## config.mk

```make
export PLATFORM = sky130hd
export DESIGN_NAME = line_status_irq
export DESIGN_NICKNAME = d
export VERILOG_FILES = /design/src/rtl/line_status_irq.v
export VERILOG_INCLUDE_DIRS = /design/src /design/src/shared
export SDC_FILE = /design/constraint.sdc
export NUM_CORES = 1
export LEC_CHECK = 0
export BUFFER_PORTS_ARGS = -buffer_cell sky130_fd_sc_hd__buf_2
export CAP_MARGIN = 20
export CORE_UTILIZATION = 45
export DETAILED_ROUTE_END_ITERATION = 16
export GPL_TIMING_DRIVEN = 0
export PLACE_DENSITY = 0.8
export SYNTH_ARGS = -nofsm -noshare
export SYNTH_HDL_FRONTEND = slang
export SYNTH_SLANG_ARGS = --single-unit
```

## constraint.sdc

```tcl
create_clock -name pclk -period 3.1 [get_ports pclk]
set_clock_uncertainty 0.1 [all_clocks]
set_input_delay 0 -clock pclk [delete_from_list [all_inputs] [get_ports pclk]]
set_output_delay 0 -clock pclk [all_outputs]
set_load 0.02 [all_outputs]
```

## src/shared/line_irq_defines.vh

```
// Purpose: register map, field positions, reset values and timing counts
// Assumes: APB with 32-bit data; printed offsets are register indices
// Notes:   byte address of a register is four times its index
`ifndef LINE_IRQ_DEFINES_VH
`define LINE_IRQ_DEFINES_VH

// Register indices as printed
`define IDX_MAINT_CTRL      8'h31
`define IDX_TERM_CFG        8'h32
`define IDX_LINE_IRQ_EN     8'h33
`define IDX_ERR_IRQ_EN      8'h34
`define IDX_EDGE_SEL        8'h35
`define IDX_STATUS_LIVE     8'h36
`define IDX_GAIN_STATUS     8'h37
`define IDX_LINE_PENDING    8'h3A
`define IDX_ERR_PENDING     8'h3B
`define IDX_CNT_HIGH        8'h3C
`define IDX_CNT_LOW         8'h3D

// Field positions
`define BIT_SNAP_TRIG       0
`define BIT_REPORT_MODE     1
`define BIT_LOS             0
`define BIT_DF              2

// Writable masks
`define MASK_MAINT          8'h03
`define MASK_TERM           8'h3F
`define MASK_LINE           8'h05
`define MASK_ERR            8'h77

// Reset values
`define RST_TERM_CFG        8'h07
`define RST_ZERO8           8'h00

// Impedance codes
`define TERM_75             3'h0
`define TERM_120            3'h1
`define TERM_100            3'h2
`define TERM_110            3'h3

// Auto report period: one second at 100 MHz
`define REPORT_PERIOD_NS    1000000000
`define CLK_PERIOD_NS       10
`define REPORT_CYCLES       (`REPORT_PERIOD_NS / `CLK_PERIOD_NS)

`endif

```

## src/rtl/line_status_irq.v

```verilog
// Purpose: status, interrupt and termination registers of one line unit
// Assumes: pclk at 100 MHz; line status inputs come from another domain
// Notes:   error event inputs are one-cycle pulses on pclk
//
// Local design decision: register access over APB.
`timescale 1ns/1ps
`include "line_irq_defines.vh"

// Function
// - Trigger acts only in manual report mode
// - Trigger rising edge copies counter to bytes
// - Decode transmit impedance; 1xx reserved
// - Receive impedance; 1xx selects external bypass
// - Driver fault and signal lost drive interrupt
// - Six error flags with matching enables
// - Disabled source still records, no interrupt
// - Edge select zero: rising edge only
// - Edge select one: both edges
// - Driver fault live status bit readable
// - Signal lost live status bit readable
// - Write one clears pending flag
// - Report mode zero selects manual reporting
// - Report mode one copies counter every second
// - Five-bit read-only line gain field
module line_status_irq #(
  parameter REPORT_CYCLES = `REPORT_CYCLES
) (
  // Clock and reset
  input  wire        pclk,
  input  wire        presetn,
  // APB slave
  input  wire        psel,
  input  wire        penable,
  input  wire        pwrite,
  input  wire [11:0] paddr,
  input  wire [31:0] pwdata,
  output reg  [31:0] prdata,
  output reg         pready,
  output reg         pslverr,
  // Line status from analog side, asynchronous
  input  wire        driver_fault_in,
  input  wire        signal_lost_in,
  input  wire [4:0]  line_gain_in,
  // Error event pulses, pclk domain
  input  wire        pulse_sum_evt,
  input  wire        tx_jitter_fifo_evt,
  input  wire        rx_jitter_fifo_evt,
  input  wire        zero_run_evt,
  input  wire        bipolar_violation_evt,
  input  wire        counter_overflow_evt,
  // Internal excessive-zero counter value
  input  wire [15:0] zero_run_count,
  // Termination selects
  output reg  [1:0]  tx_impedance_sel,
  output reg  [1:0]  rx_impedance_sel,
  output reg         rx_external_term,
  // Interrupt, active low
  output reg         irq_n
);

  // Register state
  // All mapped registers are eight bits wide; the bus upper bits
  // are ignored on write and read back as zero
  reg [7:0]  maint_q;        // Report mode and snapshot trigger
  reg [7:0]  term_q;         // Termination config
  reg [7:0]  line_en_q;      // Line interrupt enables
  reg [7:0]  err_en_q;       // Error interrupt enables
  reg [7:0]  edge_q;         // Edge selects
  reg [7:0]  line_pend_q;    // Line pending flags
  reg [7:0]  err_pend_q;     // Error pending flags
  reg [15:0] snap_q;         // Readable count bytes
  reg [31:0] sec_q;          // One second divider
  reg        trig_prev_q;    // Trigger delayed for edge detect

  // Synchronisers, three stages; 2nd and 3rd compared
  // A level is taken only once two stages agree, so a
  // metastable first stage never reaches the edge logic
  // Gain bits are settled as a group: a word still moving
  // between stages is simply not accepted yet
  reg [2:0]  df_sync_q;
  reg [2:0]  los_sync_q;
  reg [4:0]  gain_s1_q;      // First stage of gain only
  reg [4:0]  gain_s2_q;
  reg [4:0]  gain_s3_q;
  reg        df_live_q;      // Settled driver fault
  reg        los_live_q;     // Settled signal lost
  reg [4:0]  gain_q;         // Settled gain

  // APB decode
  // Access phase strobes; the slave never stretches an
  // access, so ready is not part of the write condition
  wire       wr_en  = psel & penable & pwrite;
  wire       rd_en  = psel & penable & ~pwrite;
  wire [9:0] idx    = paddr[11:2];
  wire [7:0] wbyte  = pwdata[7:0];
  reg        hit;            // Mapped address
  reg [7:0]  rbyte;          // Read mux

  // Edge and event terms
  // A change counts when the settled stage differs from
  // the live bit; the live bit follows one edge later,
  // so each settled change gives exactly one change pulse
  wire df_chg   = (df_sync_q[1] == df_sync_q[2]) &
                  (df_sync_q[2] != df_live_q);
  wire los_chg  = (los_sync_q[1] == los_sync_q[2]) &
                  (los_sync_q[2] != los_live_q);
  wire df_rise  = df_chg & df_sync_q[2];
  wire los_rise = los_chg & los_sync_q[2];
  wire df_set   = edge_q[`BIT_DF]  ? df_chg  : df_rise;
  wire los_set  = edge_q[`BIT_LOS] ? los_chg : los_rise;
  wire [7:0] line_set = {5'h00, df_set, 1'b0, los_set};
  wire [7:0] err_set  = {1'b0, pulse_sum_evt, tx_jitter_fifo_evt,
                         rx_jitter_fifo_evt, 1'b0, zero_run_evt,
                         bipolar_violation_evt, counter_overflow_evt};

  // Snapshot triggers
  // Trigger edge is seen against its own delayed copy, so
  // rewriting a one leaves the count bytes untouched
  // In auto mode the trigger is ignored; only the tick copies
  wire manual   = ~maint_q[`BIT_REPORT_MODE];
  wire trig_up  = maint_q[`BIT_SNAP_TRIG] & ~trig_prev_q;
  wire sec_tick = (sec_q == REPORT_CYCLES - 1);
  wire snap_now = manual ? trig_up : sec_tick;

  // Write strobes per register
  wire wr_line_pend = wr_en & (idx == {2'b00, `IDX_LINE_PENDING});
  wire wr_err_pend  = wr_en & (idx == {2'b00, `IDX_ERR_PENDING});
  wire [7:0] line_clr = wr_line_pend ? wbyte : 8'h00;
  wire [7:0] err_clr  = wr_err_pend  ? wbyte : 8'h00;

  // Address decode and read mux
  // Reads have no side effects: pending flags are cleared
  // only by writing ones, never by reading them
  always @* begin
    hit   = 1'b1;
    rbyte = 8'h00;
    if (idx == {2'b00, `IDX_MAINT_CTRL}) begin
      rbyte = maint_q;
    end else if (idx == {2'b00, `IDX_TERM_CFG}) begin
      rbyte = term_q;
    end else if (idx == {2'b00, `IDX_LINE_IRQ_EN}) begin
      rbyte = line_en_q;
    end else if (idx == {2'b00, `IDX_ERR_IRQ_EN}) begin
      rbyte = err_en_q;
    end else if (idx == {2'b00, `IDX_EDGE_SEL}) begin
      rbyte = edge_q;
    end else if (idx == {2'b00, `IDX_STATUS_LIVE}) begin
      // Live bits read straight from settled status
      rbyte = {5'h00, df_live_q, 1'b0, los_live_q};
    end else if (idx == {2'b00, `IDX_GAIN_STATUS}) begin
      rbyte = {3'h0, gain_q};
    end else if (idx == {2'b00, `IDX_LINE_PENDING}) begin
      rbyte = line_pend_q;
    end else if (idx == {2'b00, `IDX_ERR_PENDING}) begin
      rbyte = err_pend_q;
    end else if (idx == {2'b00, `IDX_CNT_HIGH}) begin
      rbyte = snap_q[15:8];
    end else if (idx == {2'b00, `IDX_CNT_LOW}) begin
      rbyte = snap_q[7:0];
    end else begin
      // Unmapped index answers with an error
      hit = 1'b0;
    end
  end

  // Synchronise line status inputs
  always @(posedge pclk or negedge presetn) begin
    if (!presetn) begin
      df_sync_q  <= 3'h0;
      los_sync_q <= 3'h0;
      gain_s1_q  <= 5'h00;
      gain_s2_q  <= 5'h00;
      gain_s3_q  <= 5'h00;
      df_live_q  <= 1'b0;
      los_live_q <= 1'b0;
      gain_q     <= 5'h00;
    end else begin
      df_sync_q  <= {df_sync_q[1:0], driver_fault_in};
      los_sync_q <= {los_sync_q[1:0], signal_lost_in};
      gain_s1_q  <= line_gain_in;
      gain_s2_q  <= gain_s1_q;
      gain_s3_q  <= gain_s2_q;
      // Accept only once two stages agree
      if (df_chg) begin
        df_live_q <= df_sync_q[2];
      end
      if (los_chg) begin
        los_live_q <= los_sync_q[2];
      end
      if (gain_s2_q == gain_s3_q) begin
        gain_q <= gain_s3_q;
      end
    end
  end

  // Control registers written by software
  // Reserved bits are masked on write and read back as zero
  always @(posedge pclk or negedge presetn) begin
    if (!presetn) begin
      maint_q   <= `RST_ZERO8;
      term_q    <= `RST_TERM_CFG;
      line_en_q <= `RST_ZERO8;
      err_en_q  <= `RST_ZERO8;
      edge_q    <= `RST_ZERO8;
    end else if (wr_en) begin
      if (idx == {2'b00, `IDX_MAINT_CTRL}) begin
        maint_q <= wbyte & `MASK_MAINT;
      end else if (idx == {2'b00, `IDX_TERM_CFG}) begin
        term_q <= wbyte & `MASK_TERM;
      end else if (idx == {2'b00, `IDX_LINE_IRQ_EN}) begin
        line_en_q <= wbyte & `MASK_LINE;
      end else if (idx == {2'b00, `IDX_ERR_IRQ_EN}) begin
        err_en_q <= wbyte & `MASK_ERR;
      end else if (idx == {2'b00, `IDX_EDGE_SEL}) begin
        edge_q <= wbyte & `MASK_LINE;
      end
    end
  end

  // Pending flags: set beats a same-cycle clear
  // An event landing in the clearing cycle must survive,
  // otherwise software could lose it without seeing it
  always @(posedge pclk or negedge presetn) begin
    if (!presetn) begin
      line_pend_q <= `RST_ZERO8;
      err_pend_q  <= `RST_ZERO8;
    end else begin
      // Flags record regardless of enables
      line_pend_q <= ((line_pend_q & ~line_clr) | line_set)
                     & `MASK_LINE;
      err_pend_q  <= ((err_pend_q & ~err_clr) | err_set)
                     & `MASK_ERR;
    end
  end

  // Counter snapshot, manual edge or one-second tick
  // The period counter is held at zero in manual mode, so
  // the first automatic copy comes one full period after
  // software selects automatic reporting
  always @(posedge pclk or negedge presetn) begin
    if (!presetn) begin
      trig_prev_q <= 1'b0;
      sec_q       <= 32'h0000_0000;
      snap_q      <= 16'h0000;
    end else begin
      // Only a fresh rising edge fires again
      trig_prev_q <= maint_q[`BIT_SNAP_TRIG];
      if (manual || sec_tick) begin
        sec_q <= 32'h0000_0000;
      end else begin
        sec_q <= sec_q + 32'h0000_0001;
      end
      if (snap_now) begin
        snap_q <= zero_run_count;
      end
    end
  end

  // Termination decode; upper code bit handled separately
  // Transmit code sits in b5:b3, receive code in b2:b0
  // The transmit path has no external network, so a
  // reserved code cannot bypass anything; holding the last
  // valid choice keeps the line driver matched meanwhile
  // The receive upper bit is a bypass, not an impedance
  always @(posedge pclk or negedge presetn) begin
    if (!presetn) begin
      tx_impedance_sel <= 2'h0;
      rx_impedance_sel <= 2'h0;
      rx_external_term <= 1'b0;
    end else begin
      // Reserved transmit codes keep the last valid choice
      if (!term_q[5]) begin
        tx_impedance_sel <= term_q[4:3];
      end
      rx_impedance_sel <= term_q[1:0];
      rx_external_term <= term_q[2];
    end
  end

  // Interrupt output and APB answer
  // Enables only gate the pin; flags keep recording events
  // Read data is captured in setup so it stands in access
  // The pin is registered, one cycle behind the flags
  always @(posedge pclk or negedge presetn) begin
    if (!presetn) begin
      irq_n   <= 1'b1;
      prdata  <= 32'h0000_0000;
      pready  <= 1'b0;
      pslverr <= 1'b0;
    end else begin
      irq_n   <= ~(|(line_pend_q & line_en_q) |
                   |(err_pend_q & err_en_q));
      pready  <= psel & ~penable;
      pslverr <= psel & ~penable & ~hit;
      if (psel && !penable && !pwrite) begin
        prdata <= {24'h000000, rbyte};
      end
    end
  end

endmodule

```

==> impl_metrics.ini <==
[worst_setup_path]
worst-setup-path-type = in2reg
critPathLaunchType = input pin
rrSetupSlack_ps = 640
r2r-start = sec_q[2]
cp-end-kind = flip-flop
worstPathRequired_ps = 3290
critPathArrivalTime_ps = 2910
cp_max_fo = 10
worstRegToRegCells = 7
r2r-end = snap_q[12]
critPathLaunch = paddr[11]

[routing]
drt-pass1-iter-count = 5
vias_per_cell = 5.43
avgRoutedWirePerCell_um = 16.6
routed-via-count = 4542
routed_wl_um = 13900
postRouteAntennaNets = 0
dr.first_iter.drc_count = 351
remaining_drc_errors = 0

[clock_network]
numCtsBuffers = 17
cts-root-buf = clkbuf_16
cts.clk_slew.worst_paths_ps = 50
cts.htree.levels = 4
cts_tree = built
clock_latency_ps = 420
cts_buffer_depth = 2
cts.sinks = 119

[grt]
grt_busiest_layer = met2
met2_usage_pct = 38.4
grt_first_pass_wirelength_um = 22600
grt_pass1_vias = 4510
grt.met1_usage_pct = 28.4
grt_use_met3_pct = 6.48
globalRouteTotalUtil_pct = 23.2
grt_max_degree = 70
antenna_found_initial = 0
overflow = 0

[timing]
min_period_ps = 2720
setup_viol_count_final = 0
rsz0062_at_grt = no
maxSlewViolCount = 0
clock.fmax_mhz = 368
hold_violations = 2
slew_headroom_pct = 30.9
setup_tns_ps = 0
tightest_slew_ps = 1030
hold_slack_ps = -2.37
finalCritPeriodShare_pct = 87.6

[synthesis]
syn_area_sq_um = 5620
synth_edf_count = 0
synth_top_area_share_pct = 51.2
synthTopCellsByArea = dfrtp_1 (51%), mux2_2 (7.0%), buf_4 (3.2%)
synthFlopType = dfrtp_1
ys_warn_count = 0
yosysUniqueCellTypes = 57
synth_top_cell_by_area = dfrtp_1
synthArstFlopShare_pct = 100
syn_avg_cell_area_sq_um = 11.2
seq_area_frac_synth_pct = 53.0
ys_ff_latch = 119
syn_inst = 501

[finish]
area_growth_syn_to_layout_pct = 31.7
n_fill_cell = 1004
final_cells = 836
diodes = 0
fin_nets = 734
drive_above_1_share_pct = 27.8

[power_and_ir_drop]
net-switching-power_uw = 894
seqPwrFrac_pct = 40.2
peakVddDrop_mv = 0.490
power.density_nw_per_um2 = 564
leakage_nw = 3.30
combinationalPowerShare_pct = 7.9
power.share.clock_pct = 51.9
p_int_mw = 3.29
switching_share_pct = 21.4

[run_status]
status = finished with violations
violations = negative hold slack

[floorplan]
rows = 40
die_y_um = 114
die_w_um = 114
dieArea_sq_um = 12900
ios = 118
start_util_pct = 46.4
core_area_sq_um = 12100

[placed_design]
routabilityCongestion = 0.904
dp.cells = 756
port_buffers = 63
hpwl_um = 9240

[hold_path]
min_path_type = in2async

[job]
drv_cap = 0
==> synth_stat cells, types with 9 or more instances <==
cell	number
nand4_1	14
a21oi_1	13
xnor2_1	13
xor2_1	18
nor2_1	42
nor3_1	11
and3_1	13
nand3_1	23
o21ai_0	11
mux2_2	35
mux2_4	10
nand2_1	30
clkbuf_1	12
buf_4	24
a21o_1	9
dfrtp_1	115
==> repair_timing <==
item,4_1_cts,5_1_grt
setup endpoints to repair,0,0
hold endpoints to repair,168,0
hold buffers,48,0
setup buffers,0,0
resized for setup,0,0
==> how the worst max path moves through the flow <==
stage                    end  slack (ps)
3_3_place_gp       snap_q[2]         570
3_5_place_dp       snap_q[6]         640
6_report       err_pend_q[1]         380
4_1_cts        err_pend_q[4]         430
5_1_grt        err_pend_q[2]         290
2_1_floorplan     snap_q[10]         930
==> metal layers <==
layer / wire [um] / up-vias
met5: 0 / -
met4: 422 / 0
met3: 1030 / 36
met2: 6670 / 206
met1: 5790 / 2226
li1: - / 2074
==> power by group through the flow <==
stage | Clock, mW | Combinational [mW] | Sequential [mW]
global route | 2.27 | 0.359 | 1.69
CTS | 2.20 | 0.327 | 1.68
floorplan | 0 | 0.155 | 1.70
finish | 2.17 | 0.329 | 1.68
global placement | 0 | 0.271 | 1.70
detailed placement | 0 | 0.282 | 1.70
==> per-stage QoR <==
| stage | hold slack, ps | instance area (sq um) | power [mW] | setup WS [ps] | util [%] |
|---|---|---|---|---|---|
| 2_1_floorplan | -396 | 5710 | 1.85 | 925 | - |
| 3_3_place_gp | 9.61 | 6240 | 1.97 | 573 | 51.5 |
| 3_5_place_dp | -123 | 6270 | 1.99 | 637 | 51.8 |
| 4_1_cts | 4.21 | 7410 | 4.21 | 428 | 61.2 |
| 5_1_grt | 24.4 | 7410 | 4.32 | 287 | 61.2 |
| 6_report | -2.37 | 7410 | 4.18 | 383 | 61.2 |
==> cells in the final DEF, fill, tap and decap left out, drive strengths merged, types with 9 or more instances in the layout <==
cell type	netlist	routed
nand4	14	14
conb	1	24
xor2	18	18
o21ai	11	11
dfrtp	115	115
a21o	9	9
nor4	10	10
and3	14	14
dlygate4sd3	0	48
nand2	30	30
clkbuf	12	35
xnor2	13	13
nand3	24	24
nor3	11	11
a21oi	13	13
nor2	42	42
mux2	45	45
buf	34	98
==> state kept, by name (all words and copies together) (netlist names), 2 cells and up <==
| register | flops |
|---|---|
| sec_q | 32 |
| snap_q | 16 |
| prdata | 8 |
| err_en_q | 6 |
| err_pend_q | 6 |
| term_q | 6 |
| gain_q | 5 |
| gain_s1_q | 5 |
| gain_s2_q | 5 |
| gain_s3_q | 5 |
| df_sync_q | 3 |
| los_sync_q | 3 |
| edge_q | 2 |
| line_en_q | 2 |
| line_pend_q | 2 |
| maint_q | 2 |
| rx_impedance_sel | 2 |
| tx_impedance_sel | 2 |
==> logic make-up (layout without fill, tap and decap cells) <==
group           count (synthesis)  in the layout  share of synthesized area (%)
xor+xnor                       31             31                           4.83
simple gates                  187            187                           18.5
other cells                     1             24                         0.0667
mux                            47             47                           10.0
buf+inv                        51            195                           5.32
flops                         119            119                           53.0
compound gates                 64             64                           7.99
fa+ha+maj                       1              1                          0.222
==> layout make-up <==
cell class | count | area (sq um) | area share, %
clock inverters | 9 | 170 | 2.30
flip-flops and latches | 119 | 2980 | 40.3
clock buffers | 23 | 488 | 6.59
plain buffers | 46 | 280 | 3.78
inverters | 5 | 18.8 | 0.253
repair buffers | 112 | 830 | 11.2
multi-input cells | 354 | 2430 | 32.8
well taps | 168 | 210 | 2.84
==> critical path: stages <==
cell and delay [ps]:
dlygate4sd3_1 540, buf_2 140, or3b_1 490, nor3b_4 490
and3_1 230, buf_2 210, nand2_1 70, a21o_1 170
dlygate4sd3_1 560
Power figures use the tool's default switching activity.
